--- src/rtl/amr_pkg.sv ---
`default_nettype none
package amr_pkg;
    // Command opcodes
    localparam logic [7:0] OP_READ_MULT = 8'hc4;
    localparam logic [7:0] OP_READ_MULT_EXT = 8'h29;
    localparam logic [7:0] OP_NATIVE_MAX = 8'hf8;
    // Sector counts that a zero count field stands for
    localparam logic [16:0] ZERO_COUNT_28 = 17'h00100;
    localparam logic [16:0] ZERO_COUNT_48 = 17'h10000;
    // Largest address the 28-bit form can carry
    localparam logic [47:0] CAP_28 = 48'h00000fffffff;
    // Words per sector, last word index
    localparam logic [7:0] LAST_WORD = 8'hff;
    // Error register bit positions
    localparam int ERR_UNC = 6;
    localparam int ERR_IDNF = 4;
    localparam int ERR_ABRT = 2;
    // Status register bit positions
    localparam int ST_BSY = 7;
    localparam int ST_RDY = 6;
    localparam int ST_DSC = 4;
    localparam int ST_DRQ = 3;
    localparam int ST_ERR = 0;
    // Reset values
    localparam logic [7:0] ERROR_RESET = 8'h00;
    localparam logic [47:0] ADDR_RESET = 48'h000000000000;
    // Data path
    localparam int DATA_WIDTH = 16;
    localparam int FIFO_DEPTH = 16;
endpackage : amr_pkg
`default_nettype wire

--- src/rtl/amr_fifo.sv ---
`timescale 1ns/100ps
`default_nettype none
module amr_fifo #(
    parameter int WIDTH = 16,
    parameter int DEPTH = 16
) (
    input wire logic mclk_i,
    input wire logic rst_i,
    input wire logic in_valid_i,
    output logic in_ready_o,
    input wire logic [WIDTH-1:0] in_data_i,
    output logic out_valid_o,
    input wire logic out_ready_i,
    output logic [WIDTH-1:0] out_data_o
);
    localparam int AW = $clog2(DEPTH);
    logic [WIDTH-1:0] mem [DEPTH];
    logic [AW-1:0] wptr;
    logic [AW-1:0] rptr;
    logic [AW:0] cnt;
    logic push;
    logic pop;

    // Full and empty come straight from the fill count
    assign in_ready_o = cnt != (AW+1)'(DEPTH);
    assign out_valid_o = cnt != '0;
    assign push = in_valid_i && in_ready_o;
    assign pop = out_valid_o && out_ready_i;
    assign out_data_o = mem[rptr];

    // Storage has no reset; only the pointers and the fill count need a known value
    always_ff @(posedge mclk_i) begin
        if (push) begin
            mem[wptr] <= in_data_i;
        end
    end

    // Pointers wrap at 2**AW, which matches the depth only when it is a power of two
    always_ff @(posedge mclk_i) begin
        if (rst_i) begin
            wptr <= '0;
            rptr <= '0;
            cnt <= '0;
        end else begin
            if (push) begin
                wptr <= wptr + AW'(1);
            end
            if (pop) begin
                rptr <= rptr + AW'(1);
            end
            cnt <= cnt + (AW+1)'(push) - (AW+1)'(pop);
        end
    end
endmodule : amr_fifo
`default_nettype wire

--- src/rtl/amr_top.sv ---
`timescale 1ns/100ps
`default_nettype none
module amr_top #(
    parameter int FIFO_WORDS = amr_pkg::FIFO_DEPTH
) (
    input wire logic mclk_i,
    input wire logic rst_i,
    input wire logic cmd_we_i,
    input wire logic [7:0] cmd_i,
    input wire logic [7:0] sc_cur_i,
    input wire logic [7:0] sc_prev_i,
    input wire logic [7:0] sect_cur_i,
    input wire logic [7:0] cyl_lo_cur_i,
    input wire logic [7:0] cyl_hi_cur_i,
    input wire logic [7:0] sect_prev_i,
    input wire logic [7:0] cyl_lo_prev_i,
    input wire logic [7:0] cyl_hi_prev_i,
    input wire logic lba_mode_i,
    input wire logic [3:0] head_i,
    input wire logic hob_i,
    input wire logic [7:0] mult_count_i,
    input wire logic [47:0] native_max_i,
    input wire logic [15:0] max_cyl_i,
    input wire logic [3:0] max_head_i,
    input wire logic [7:0] max_sect_i,
    output logic [47:0] media_lba_o,
    output logic media_rd_o,
    input wire logic [amr_pkg::DATA_WIDTH-1:0] media_data_i,
    input wire logic media_valid_i,
    output logic media_ready_o,
    input wire logic media_unc_i,
    input wire logic media_idnf_i,
    output logic [amr_pkg::DATA_WIDTH-1:0] host_data_o,
    output logic host_valid_o,
    input wire logic host_ready_i,
    output logic intrq_o,
    output logic [7:0] status_o,
    output logic [7:0] error_o,
    output logic [7:0] sect_num_o,
    output logic [7:0] cyl_low_o,
    output logic [7:0] cyl_high_o,
    output logic [7:0] dev_head_o
);
    import amr_pkg::*;

    typedef enum logic {IDLE, XFER} amr_state_type;

    amr_state_type state;
    logic [16:0] sect_left;
    logic [7:0] word_cnt;
    logic [7:0] blk_cnt;
    logic [47:0] addr;
    logic [7:0] error;
    logic fifo_ready;
    logic beat;
    logic bad_beat;
    logic sector_end;
    logic block_end;
    logic start;

    // Zero in a count field means the largest count of that form
    function automatic logic [16:0] sector_count(input logic [15:0] field,
                                                 input logic [16:0] zero_val);
        sector_count = (field == 16'h0000) ? zero_val : {1'b0, field};
    endfunction : sector_count

    assign start = cmd_we_i && state == IDLE;
    assign media_ready_o = state == XFER && fifo_ready;
    assign beat = media_valid_i && media_ready_o;
    assign bad_beat = beat && (media_unc_i || media_idnf_i);
    assign sector_end = beat && !bad_beat && word_cnt == LAST_WORD;
    // A zero multiple count is read as one sector per block
    assign block_end = sector_end
        && (blk_cnt + 8'h01 >= mult_count_i || sect_left == 17'h00001);
    assign media_rd_o = state == XFER;
    assign media_lba_o = addr;

    // Words go through the buffer so a slow host stalls the media side
    amr_fifo #(
        .WIDTH(DATA_WIDTH),
        .DEPTH(FIFO_WORDS)
    ) u_fifo (
        .mclk_i(mclk_i),
        .rst_i(rst_i),
        .in_valid_i(beat && !bad_beat),
        .in_ready_o(fifo_ready),
        .in_data_i(media_data_i),
        .out_valid_o(host_valid_o),
        .out_ready_i(host_ready_i),
        .out_data_o(host_data_o)
    );

    // Command decode and transfer sequencing
    always_ff @(posedge mclk_i) begin
        if (rst_i) begin
            state <= IDLE;
            sect_left <= '0;
        end else if (start) begin
            unique case (cmd_i)
                OP_READ_MULT: begin
                    sect_left <= sector_count({8'h00, sc_cur_i},
                                              ZERO_COUNT_28);
                    state <= XFER;
                end
                OP_READ_MULT_EXT: begin
                    sect_left <= sector_count({sc_prev_i, sc_cur_i},
                                              ZERO_COUNT_48);
                    state <= XFER;
                end
                default: state <= IDLE;
            endcase
        end else if (state == XFER) begin
            if (bad_beat) begin
                state <= IDLE;
            end else if (sector_end) begin
                sect_left <= sect_left - 17'h00001;
                if (sect_left == 17'h00001) begin
                    state <= IDLE;
                end
            end
        end
    end

    // Word and block counters within the transfer
    always_ff @(posedge mclk_i) begin
        if (rst_i || start) begin
            word_cnt <= '0;
            blk_cnt <= '0;
        end else if (beat && !bad_beat) begin
            word_cnt <= word_cnt + 8'h01;
            if (block_end) begin
                blk_cnt <= '0;
            end else if (sector_end) begin
                blk_cnt <= blk_cnt + 8'h01;
            end
        end
    end

    // Address register: start address, then running, failing or native max
    always_ff @(posedge mclk_i) begin
        if (rst_i) begin
            addr <= ADDR_RESET;
        end else if (start && cmd_i == OP_READ_MULT) begin
            addr <= {20'h00000, head_i, cyl_hi_cur_i, cyl_lo_cur_i,
                     sect_cur_i};
        end else if (start && cmd_i == OP_READ_MULT_EXT) begin
            addr <= {cyl_hi_prev_i, cyl_lo_prev_i, sect_prev_i,
                     cyl_hi_cur_i, cyl_lo_cur_i, sect_cur_i};
        end else if (start && cmd_i == OP_NATIVE_MAX) begin
            // LBA mode reads native_max_i, capped at CAP_28; CHS mode reads max_cyl_i, max_head_i and max_sect_i
            if (!lba_mode_i) begin
                addr <= {20'h00000, max_head_i, max_cyl_i,
                         max_sect_i};
            end else if (native_max_i > CAP_28) begin
                addr <= CAP_28;
            end else begin
                addr <= native_max_i;
            end
        end else if (sector_end && sect_left != 17'h00001) begin
            // Not advanced on the failing sector, so it stays reported
            addr <= addr + 48'h000000000001;
        end
    end

    // Error register cleared by each new command
    always_ff @(posedge mclk_i) begin
        if (rst_i) begin
            error <= ERROR_RESET;
        end else if (start) begin
            error <= ERROR_RESET;
            if (cmd_i != OP_READ_MULT && cmd_i != OP_READ_MULT_EXT
                && cmd_i != OP_NATIVE_MAX) begin
                error[ERR_ABRT] <= 1'b1;
            end
        end else if (bad_beat) begin
            error[ERR_UNC] <= media_unc_i;
            error[ERR_IDNF] <= media_idnf_i && !media_unc_i;
        end
    end

    // One pulse per block, per error stop and per non-transfer command
    always_ff @(posedge mclk_i) begin
        if (rst_i) begin
            intrq_o <= 1'b0;
        end else begin
            intrq_o <= block_end || bad_beat
                || (start && cmd_i != OP_READ_MULT
                    && cmd_i != OP_READ_MULT_EXT);
        end
    end

    // Status and address readback; HOB picks the high half
    assign error_o = error;
    assign status_o = {state == XFER, 1'b1, 1'b0, 1'b1, host_valid_o,
                       2'b00, error != ERROR_RESET};
    assign sect_num_o = hob_i ? addr[31:24] : addr[7:0];
    assign cyl_low_o = hob_i ? addr[39:32] : addr[15:8];
    assign cyl_high_o = hob_i ? addr[47:40] : addr[23:16];
    assign dev_head_o = {4'h0, addr[27:24]};

    chk_count_28: assert property (@(posedge mclk_i) disable iff (rst_i)
        start && cmd_i == OP_READ_MULT && sc_cur_i == 8'h00
        |=> sect_left == ZERO_COUNT_28 && state == XFER)
        else $error("zero 28-bit count not 256");
    chk_count_48: assert property (@(posedge mclk_i) disable iff (rst_i)
        start && cmd_i == OP_READ_MULT_EXT && {sc_prev_i, sc_cur_i} == 16'h0
        |=> sect_left == ZERO_COUNT_48)
        else $error("zero 48-bit count not 65536");
    chk_lba_48: assert property (@(posedge mclk_i) disable iff (rst_i)
        start && cmd_i == OP_READ_MULT_EXT
        |=> addr[47:40] == $past(cyl_hi_prev_i)
            && addr[7:0] == $past(sect_cur_i))
        else $error("48-bit start address misassembled");
    chk_cap_native: assert property (
        @(posedge mclk_i) disable iff (rst_i)
        start && cmd_i == OP_NATIVE_MAX && lba_mode_i
        && native_max_i > CAP_28 |=> addr == CAP_28 ##1 intrq_o == 1'b0)
        else $error("native max not capped");
    chk_chs_head: assert property (@(posedge mclk_i) disable iff (rst_i)
        start && cmd_i == OP_NATIVE_MAX && !lba_mode_i
        |=> dev_head_o[3:0] == $past(max_head_i) && intrq_o)
        else $error("chs head not returned");
    chk_unc_stop: assert property (@(posedge mclk_i) disable iff (rst_i)
        bad_beat && media_unc_i
        |=> state == IDLE && error[ERR_UNC] && status_o[ST_ERR]
            && intrq_o && $stable(addr))
        else $error("transfer not stopped on error");
    chk_abort_cmd: assert property (
        @(posedge mclk_i) disable iff (rst_i)
        start && cmd_i == 8'h00 |=> error_o == 8'h04 ##1 state == IDLE)
        else $error("unknown command not aborted");
    chk_block_irq: assert property (@(posedge mclk_i) disable iff (rst_i)
        sector_end && !block_end |=> !intrq_o)
        else $error("interrupt raised mid-block");
    // Every end of busy, clean or cut short, must come with its interrupt
    chk_busy_xfer: assert property (
        @(posedge mclk_i) disable iff (rst_i)
        $fell(status_o[ST_BSY]) |-> intrq_o && !media_rd_o)
        else $error("busy ended without interrupt");
endmodule : amr_top
`default_nettype wire

--- config.mk ---
export PLATFORM = sky130hd
export DESIGN_NAME = amr_top
export DESIGN_NICKNAME = d
export VERILOG_FILES = /design/src/rtl/amr_pkg.sv /design/src/rtl/amr_fifo.sv /design/src/rtl/amr_top.sv
export SDC_FILE = /design/constraint.sdc
export NUM_CORES = 1
export LEC_CHECK = 0
export ABC_AREA = 0
export BUFFER_PORTS_ARGS = -buffer_cell sky130_fd_sc_hd__buf_2
export CORE_MARGIN = 5
export CORE_UTILIZATION = 50
export DETAILED_ROUTE_END_ITERATION = 16
export PLACE_DENSITY = 0.8
export SYNTH_ARGS = -nofsm -noshare
export SYNTH_HDL_FRONTEND = slang
export SYNTH_SLANG_ARGS = --single-unit
--- constraint.sdc ---
create_clock -name mclk_i -period 7.3 [get_ports mclk_i]
set_input_delay 0.365 -clock mclk_i [delete_from_list [all_inputs] [get_ports mclk_i]]
set_output_delay 0.365 -clock mclk_i [all_outputs]
set_load 0.01 [all_outputs]
==> results_dict.tcl, run 1 <==
set metrics [dict create \
    die_area_mm2 0.03811 \
    leakage_nw 7.349 \
    ys_top_cells_by_area "edfxtp_1, dfxtp_1, mux4_2" \
    std_cell_rows 67 \
    io_buffers 286 \
    start_util 0.5090 \
    fmax_mhz 277.5 \
    htree_levels 2 \
    hold_depth 3 \
    fp.dieH_um 195.2 \
    numClockSinks 359 \
    ys_seq_elements 359 \
    wl_per_cell_um 24.71 \
    fin_crit_ns 3.603 \
    grt_max_degree 65 \
    crit_family "multiplexers" \
    max-vdd-ir-drop_mv 0.2019 \
    layout-drive-gt1-share 0.3153 \
    cts_buffers 37 \
    nNetsFinal 1789 \
    rsz0062_at_grt "false" \
    grt_pass1_wl_um 76570 \
    seq_area_frac_synth 0.5683 \
    rr_worst_depth 8 \
    crit_fanout 48 \
    grt.total_usage 0.2585 \
    overflow 0 \
    clockBufferDepth 3 \
    arrival_ns 3.24 \
    clk_pin_slew_ns 0.06 \
    cts_hold_buf 0 \
    die_w_um 195.2 \
    antenna_found_initial 5 \
    drtPass1Iterations 6 \
    syn_avg_cell_area_um2 13.04 \
    min_to "media_lba_o[24]$_SDFFE_PP0P_" \
    endpoint_kind "primary output" \
    slew_violations 0 \
    worstHoldStart "head_i[0]" \
    crit_type "flip-flop to primary output" \
    fp.coreArea_mm2 0.03370 \
    yosys_most_used_dff "edfxtp_1" \
    drt_wl_total_um 50870 \
    yosys_warnings 0 \
    clock_latency_ns 0.54 \
    cts_root_buf "clkbuf_16" \
    ys_types 87 \
    regArea_mm2 0.009754 \
    path_buf_inv 2 \
    drc_errors 0 \
    cpMostUsedCell "mux4_2" \
    pin_count 301 \
    grt_pass1_vias 12760 \
    antenna_left 0 \
    cts-resized-gates 0 \
    critPathLaunchType "flip-flop" \
    power_density_mw_per_mm2 243.2 \
    tns_ns 0 \
    worst_pin_slew_ns 1.390 \
    maxCapViolations 0 \
    yosys.area.top_type_share 0.4481 \
    finalSetupViolCount 0 \
    synth_cells 1315 \
    slowest_stage "buf_4" \
    place.gp.congestion 0.9676 \
    nFillCells 2655 \
    relSlewSlack 0.06959 \
    place_hpwl_um 34340 \
    placed_cell_area_mm2 0.01885 \
    cp_cell_sequence "buf_4 -> mux4_2 -> mux4_2 -> buf_2" \
    skew_ns 0.02529 \
    multi_input_comb_area_mm2 0.006782 \
    synth_edf_count 256 \
    finalCritPeriodShare 0.4936 \
    synth_top_cell_by_area "edfxtp_1" \
    reg2reg_slack_ns 4.09 \
    cts_tree "done" \
    cp.required_ns 6.93 \
    syn_area_mm2 0.01715 \
    reg2reg_from "u_fifo.cnt[3]$_SDFF_PP0_" \
    ys_async_sr_fraction 0 \
    drt_iter0_drc 1463 \
    cp_slowest_stage_delay_ns 0.80 \
    design_area_mm2 0.02002 \
    vias 12900 \
    rr_endpoint "media_lba_o[26]$_SDFFE_PP0P_" \
    final-hold-violation-count 0 \
    status "complete, no violations" \
    area_growth_pct 16.72 \
    postCtsSetupBuffers 0 \
    hold_class "input port to flip-flop" \
    via_per_inst 6.263 \
]
-- cell usage after synthesis (7+ instances only) --
master,count
a221oi_1,12
dfxtp_1,103
mux2_2,20
o21ai_0,35
xor2_1,34
buf_2,19
a21o_1,7
ha_1,24
clkbuf_1,39
a311oi_1,8
nand4_1,19
a22o_1,8
xnor2_1,23
and3_1,14
nand2b_1,7
o31ai_1,8
a211oi_1,14
a21oi_1,45
buf_4,27
inv_1,29
nand2_1,104
edfxtp_1,256
nor2_1,109
o221ai_1,17
nor4_1,16
o211ai_1,11
a31oi_1,15
buf_1,7
nand3_1,37
mux4_2,80
nor3_1,33
-- final cells by class --
type / count / area share
Timing Repair Buffer: 314 / 0.08199
Antenna cell: 3 / 0.0003750
Clock inverter: 24 / 0.01075
Multi-Input combinational cell: 838 / 0.3387
Inverter: 29 / 0.005437
Tap cell: 448 / 0.02800
Sequential cell: 359 / 0.4872
Clock buffer: 44 / 0.04756
-- worst max path at each step --
stage | startpoint | endpoint | slack, ns | depth (start not counted)
final | flip-flop | host_data_o[5] | 3.70 | 4
after global routing | flip-flop | host_data_o[5] | 3.43 | 4
after CTS | flip-flop | host_data_o[5] | 3.59 | 4
after detailed placement | cmd_i[0] | media_lba_o[23]$_SDFFE_PP0P_ | 4.12 | 6
after global placement | cmd_i[0] | media_lba_o[23]$_SDFFE_PP0P_ | 4.19 | 6
after floorplan | u_fifo.cnt[2]$_SDFF_PP0_ | u_fifo.mem[0][0]$_DFFE_PP_ | 4.26 | 7
-- routing by layer --
layer	track usage	vias up	routed length, um
met1	0.3494	6334	19260
met2	0.4217	818	24670
met4	0.08611	4	1702
li1	-	5624	-
met5	0	-	24
met3	0.05394	116	5209
-- where the power goes --
part,switching (mW),internal (mW)
Clock,0.799,1.02
Combinational,0.389,0.418
Sequential,0.0402,2.20
Total,1.23,3.64
-- placed cells by master, fill, tap and decap left out, types with 14 or more instances in the layout --
master,n
a211oi_1,14
nand2_1,104
nor2_1,109
nor3_1,29
o21ai_0,34
edfxtp_1,256
a21oi_1,45
nor4_1,16
nand3_1,37
mux4_2,80
nand4_1,19
o221ai_1,17
mux2_2,20
xor2_1,34
ha_1,24
conb_1,14
clkbuf_16,37
xnor2_1,23
a31oi_1,15
buf_2,286
dfxtp_1,101
buf_4,28
and3_1,14
inv_1,29
-- cells by family (layout without fill, tap and decap cells) --
kind of cell / Yosys count / after routing / share of synthesized area
buf+inv: 130 / 411 / 0.04026
other cells: 2 / 17 / 0.0004378
mux: 106 / 106 / 0.1217
compound gates: 236 / 236 / 0.09905
fa+ha+maj: 25 / 25 / 0.01867
xor+xnor: 57 / 57 / 0.02910
flops: 359 / 359 / 0.5683
simple gates: 400 / 400 / 0.1225
-- state kept, by name (all words and copies together) (netlist names), 4 cells and up, named ones only --
register / count
blk_cnt: 8
media_lba_o: 48
sect_left: 17
u_fifo.cnt: 5
u_fifo.mem: 256
u_fifo.rptr: 4
u_fifo.wptr: 4
word_cnt: 8
-- through the flow --
stage	hold slack [ns]	total power [mW]	cells	utilization	setup slack (ns)
after floorplan	0.4507	2.863	1327	-	4.258
after global placement	0.4630	3.057	1988	0.5593	4.190
after detailed placement	0.4692	3.100	1988	0.5593	4.116
after CTS	0.02613	4.915	2056	0.5939	3.586
after global routing	0.03642	5.079	2059	0.5941	3.426
final	0.04596	4.870	2059	0.5941	3.697
-- tightest hold or removal path: cells and delay by family --
family | cells | cell delay [ns]
buf+inv | 1 | 0.08
simple gates | 1 | 0.04
compound gates | 1 | 0.06
Power figures use the tool's default switching activity.
==> run 2: changes to the inputs <==
clock period = 3.8 ns   (was 7.3 ns; I/O delays follow)
==> run 2 against run 1 <==
  * Final cell count up 1.8%
  * Sequential share of layout area fell by 1.3 points
  * Utilization increased by 1.6 points
  * Critical path type unchanged
  * Highest routed layer unchanged
==> results_dict.tcl, run 2 (same netlist as run 1, synthesis figures left out) <==
set metrics [dict create \
    diodes 0 \
    max-vdd-ir-drop_mv 0.3776 \
    clock_latency_ns 0.54 \
    cts_tree "done" \
    design_area_mm2 0.02056 \
    power_density_mw_per_mm2 478.2 \
    cts_buffers 38 \
    critPathLaunchType "flip-flop" \
    antenna_found_initial 3 \
    grt_pass1_vias 12900 \
    fp.dieH_um 195.2 \
    clk_pin_slew_ns 0.07 \
    finalSetupViolCount 0 \
    fin_crit_ns 3.221 \
    regMostFlops "u_fifo.mem" \
    fmax_mhz 310.4 \
    fp.coreArea_mm2 0.03370 \
    grt_pass1_wl_um 78710 \
    htree_levels 2 \
    cts-resized-gates 0 \
    final_cells 2097 \
    crit_fanout 33 \
    clockBufferDepth 3 \
    worst_pin_slew_ns 1.170 \
    cp.required_ns 3.61 \
    grt.total_usage 0.2668 \
    drc_errors 0 \
    place_inst 1998 \
    arrival_ns 3.03 \
    die_w_um 195.2 \
    drt_wl_total_um 52530 \
    placed_cell_area_mm2 0.01893 \
    relSlewSlack 0.2135 \
    status "complete, no violations" \
    place_hpwl_um 33750 \
    power.total_mw 9.833 \
    via_per_inst 6.278 \
    layout_commonest_cell "buf_2" \
    numClockSinks 359 \
    io_buffers 286 \
    endpoint_kind "primary output" \
    nNetsFinal 1832 \
    layout-drive-gt1-share 0.3214 \
    rr_worst_depth 7 \
    leakage_nw 7.597 \
    drtPass1Iterations 8 \
    pin_count 301 \
    area_growth_pct 19.88 \
    postCtsSetupBuffers 0 \
    largest_reg_flops 256 \
    antenna_left 0 \
    vias 13160 \
    cts_root_buf "clkbuf_16" \
    whs_ns 0.02152 \
    drt_iter0_drc 1626 \
    finalCritPeriodShare 0.8477 \
    std_cell_rows 67 \
    crit_type "flip-flop to primary output" \
    layout_common_cells "buf_2, edfxtp_1, nor2_1, nand2_1, dfxtp_1" \
    rr_endpoint "media_lba_o[21]$_SDFFE_PP0P_" \
    place.gp.congestion 0.9930 \
    maxCapViolations 0 \
    skew_ns 0.02471 \
    rsz0062_at_grt "false" \
    reg2reg_from "word_cnt[0]$_SDFFE_PP0P_" \
    final-hold-violation-count 0 \
    die_area_mm2 0.03811 \
    start_util 0.5090 \
    wl_per_cell_um 25.05 \
    overflow 0 \
    tns_ns 0 \
    grt_max_degree 39 \
    slew_violations 0 \
    reg2reg_slack_ns 0.87 \
    cp-endpoint "host_data_o[5]" \
    worstHoldStart "media_data_i[7]" \
    nFillCells 2563 \
    hold_class "input port to flip-flop" \
]
==> run 2: cell count changes in the layout (fill, tap and decap cells not counted), sizes merged, moves of 4 or more <==
cell / before / now
clkinvlp: 0 / 4
buf: 314 / 324
clkbuf: 44 / 40
bufinv: 2 / 6
dlygate4sd3: 0 / 32
clkinv: 20 / 13
==> run 2: report_power, final <==
group,internal [mW],switching (mW)
Clock,2.28,1.62
Combinational,0.840,0.700
Sequential,4.23,0.154
==> run 2: cell type report <==
type                    count  area [um^2]  share of cell area
flip-flops and latches    359         9754              0.4743
inverters                  29        108.9            0.005293
multi-input cells         838         6782              0.3298
well taps                 448        560.5             0.02726
repair buffers            356         2049             0.09966
clock buffers              40        958.4             0.04661
clock inverters            27        351.6             0.01710
==> run 2: routing by layer <==
metal / routed length [um] / part of all wire / vias up / GRT usage
met5: 46 / 0.00088 / - / 0
met4: 1896 / 0.036 / 6 / 0.08327
met1: 19620 / 0.37 / 6476 / 0.3599
met2: 25720 / 0.49 / 849 / 0.4397
li1: - / - / 5709 / -
met3: 5249 / 0.10 / 124 / 0.05445
==> run 2: how the worst min path moves through the flow <==
stage / end / slack, ns / depth (start not counted)
after floorplan: u_fifo.mem[0][0]$_DFFE_PP_ / 0.29 / 0
after global placement: media_lba_o[25]$_SDFFE_PP0P_ / 0.39 / 3
after detailed placement: media_lba_o[24]$_SDFFE_PP0P_ / 0.40 / 3
after CTS: media_lba_o[27]$_SDFFE_PP0P_ / 0.003 / 3
after global routing: u_fifo.mem[4][12]$_DFFE_PP_ / 0.01 / 1
final: u_fifo.mem[5][7]$_DFFE_PP_ / 0.02 / 1
==> run 2: critical path, stage by stage (launching register included) <==
cell	delay [ns]
dfxtp_4	0.80
buf_4	0.40
mux4_2	0.60
mux4_2	0.51
buf_2	0.16
==> run 2: stage by stage <==
step,util,worst slack (ns)
after floorplan,-,0.7579
after global placement,0.5619,1.041
after detailed placement,0.5619,0.9341
after CTS,0.6102,0.5268
after global routing,0.6102,0.4260
final,0.6102,0.5788
==> run 2: timing repair <==
item / CTS / global route
hold endpoints to repair: 30 / 0
endpoints found under the setup margin: 0 / 0
hold buffers: 32 / 0
==> run 3: changes to the inputs <==
ABC_AREA = 1   (was 0)
PLACE_DENSITY = 0.82   (was 0.8)
clock period = 2.8 ns   (was 3.8 ns; I/O delays follow)
==> run 3 against run 2 <==
  * Synthesized cell count up 64%
  * Utilization shrank 0.63 points
  * Sequential cell count is the same
  * Power up 38%
  * Global-route usage up 1.2 points
  * Largest power group unchanged
==> results_dict.tcl, run 3 <==
set metrics [dict create \
    status "complete, no violations" \
    layout_setup_ws_ns 0.2142 \
    critPathLaunchType "flip-flop" \
    layout_commonest_cell "nand2_1" \
    crit_type "flip-flop to flip-flop" \
    htree_levels 2 \
    vias 17020 \
    drt_iter0_drc 1847 \
    place.gp.congestion 1.069 \
    grt_pass1_vias 16540 \
    power_density_mw_per_mm2 601.6 \
    grt_max_degree 143 \
    regArea_mm2 0.009754 \
    cts_tree "done" \
    fin_crit_ns 2.586 \
    io_buffers 286 \
    place_hpwl_um 40940 \
    synth_commonest_cells "nand2_1, nor2_1, edfxtp_1, inv_1, a21oi_1" \
    yosys_warnings 0 \
    cts_buffers 38 \
    clock_latency_ns 0.55 \
    yosys.area.top_type_share 0.4087 \
    die_area_mm2 0.04160 \
    maxCapViolations 0 \
    fp.dieH_um 204.0 \
    syn_area_mm2 0.01881 \
    relSlewSlack 0.3745 \
    antenna_found_initial 2 \
    rsz0062_at_grt "false" \
    cp.required_ns 3.21 \
    regMostFlops "u_fifo.mem" \
    ys_seq_elements 359 \
    die_w_um 204.0 \
    overflow 0 \
    cts_root_buf "clkbuf_16" \
    rr_worst_depth 14 \
    yosysMostFrequentCell "nand2_1" \
    endpoint_kind "flip-flop" \
    wl_per_cell_um 19.78 \
    design_area_mm2 0.02259 \
    hold_depth 4 \
    syn_avg_cell_area_um2 8.705 \
    layout-drive-gt1-share 0.1798 \
    layout_common_cells "nand2_1, buf_2, nor2_1, edfxtp_1, inv_1" \
    tns_ns 0 \
    hold_class "input port to flip-flop" \
    synth_cells 2161 \
    grt_pass1_wl_um 91920 \
    drtPass1Iterations 6 \
    nNetsFinal 2694 \
    synth_edf_count 256 \
    slew_violations 0 \
    finalCritPeriodShare 0.9235 \
    multi_input_comb_area_mm2 0.007714 \
    fmax_mhz 386.7 \
    drt_wl_total_um 59850 \
    finalSetupViolCount 0 \
    clockBufferDepth 3 \
    synth_top_cell_by_area "edfxtp_1" \
    cts-resized-gates 0 \
    pre_cts_slack_ns 0.2794 \
    drc_errors 0 \
    nFillCells 3160 \
    largest_reg_flops 256 \
    skew_ns 0.01721 \
    via_per_inst 5.624 \
    arrival_ns 3.00 \
    max-vdd-ir-drop_mv 0.4372 \
    fp.coreArea_mm2 0.03740 \
    clk_pin_slew_ns 0.06 \
    numClockSinks 359 \
    start_util 0.5030 \
    grt.total_usage 0.2789 \
    ys_async_sr_fraction 0 \
    std_cell_rows 71 \
    seq_area_frac_synth 0.5183 \
    yosys_most_used_dff "edfxtp_1" \
    pin_count 301 \
    leakage_nw 9.032 \
    placed_cell_area_mm2 0.02069 \
    ys_types 48 \
    worst_pin_slew_ns 0.9372 \
    area_growth_pct 20.07 \
    final-hold-violation-count 0 \
    ys_top_cells_by_area "edfxtp_1, dfxtp_1, nand2_1" \
    antenna_left 0 \
    crit_fanout 6 \
]
## run 3: per-layer routing
metal / track usage / wire length [um]
met5: 0 / 7
met4: 0.1266 / 3114
met3: 0.04713 / 5301
met2: 0.4687 / 28780
met1: 0.3555 / 22650
## run 3: worst paths after layout
path | start | end | slack (ns)
setup / recovery | u_fifo.cnt[2]$_SDFF_PP0_ | u_fifo.cnt[4]$_SDFF_PP0_ | 0.21
hold / removal | sect_cur_i[7] | media_lba_o[7]$_SDFFE_PP0P_ | 0.02
setup reg to reg | u_fifo.cnt[2]$_SDFF_PP0_ | u_fifo.cnt[4]$_SDFF_PP0_ | 0.21
hold reg to reg | u_fifo.rptr[3]$_SDFFE_PP0P_ | u_fifo.rptr[3]$_SDFFE_PP0P_ | 0.46
## run 3: cell type report
type / instances / area share
diodes: 1 / 0.0001108
clock buffers: 47 / 0.04404
clock inverters: 23 / 0.01385
inverters: 214 / 0.03557
multi-input cells: 1485 / 0.3415
flip-flops and latches: 359 / 0.4319
well taps: 511 / 0.02831
repair buffers: 386 / 0.1047
## run 3: cell families (layout without fill, tap and decap cells)
logic type               Yosys count  in the layout  share of synthesized area
AND/OR/NAND/NOR                  922            922                     0.2168
flip-flops                       359            359                     0.5183
multiplexers                      65             65                    0.03465
buffers and inverters            329            670                    0.07403
other                              2             15                  0.0003992
XOR/XNOR                          33             33                    0.01537
adder cells (fa/ha/maj)           25             25                    0.01703
AO/OA/AOI/OAI                    426            426                     0.1235
## run 3: what timing repair did
| item | CTS | global route |
|---|---|---|
| setup endpoints to repair | 0 | 0 |
| buffers inserted | 0 | 0 |
| endpoints found under the hold margin | 295 | 0 |
| hold buffers | 58 | 0 |
## run 3: worst max-delay path, cell delays in order (launching register included)
cell and delay (ns):
dfxtp_1 0.36, inv_1 0.08, ha_1 0.22, nand3b_1 0.12
nand2_1 0.09, inv_1 0.15, ha_1 0.25, inv_1 0.06
ha_1 0.16, inv_1 0.06, fa_1 0.41, nor3_1 0.22
a211oi_1 0.09, o21ai_0 0.16, a21oi_1 0.05
## run 3: report_power, final
group          internal [mW]  total, mW  switching, mW
Sequential              5.76       5.83         0.0714
Clock                   3.12       5.25           2.14
Combinational          0.940       2.50           1.56
## run 3: per-stage QoR
stage	std cells	utilization	total power, mW	hold slack [ns]
final	3026	0.6039	13.59	0.01621
after global routing	3026	0.6039	14.16	0.03924
after detailed placement	2897	0.5533	8.324	0.4458
after floorplan	2173	-	7.578	0.2389
after global placement	2897	0.5533	8.226	0.4376
after CTS	3025	0.6038	13.59	0.001593
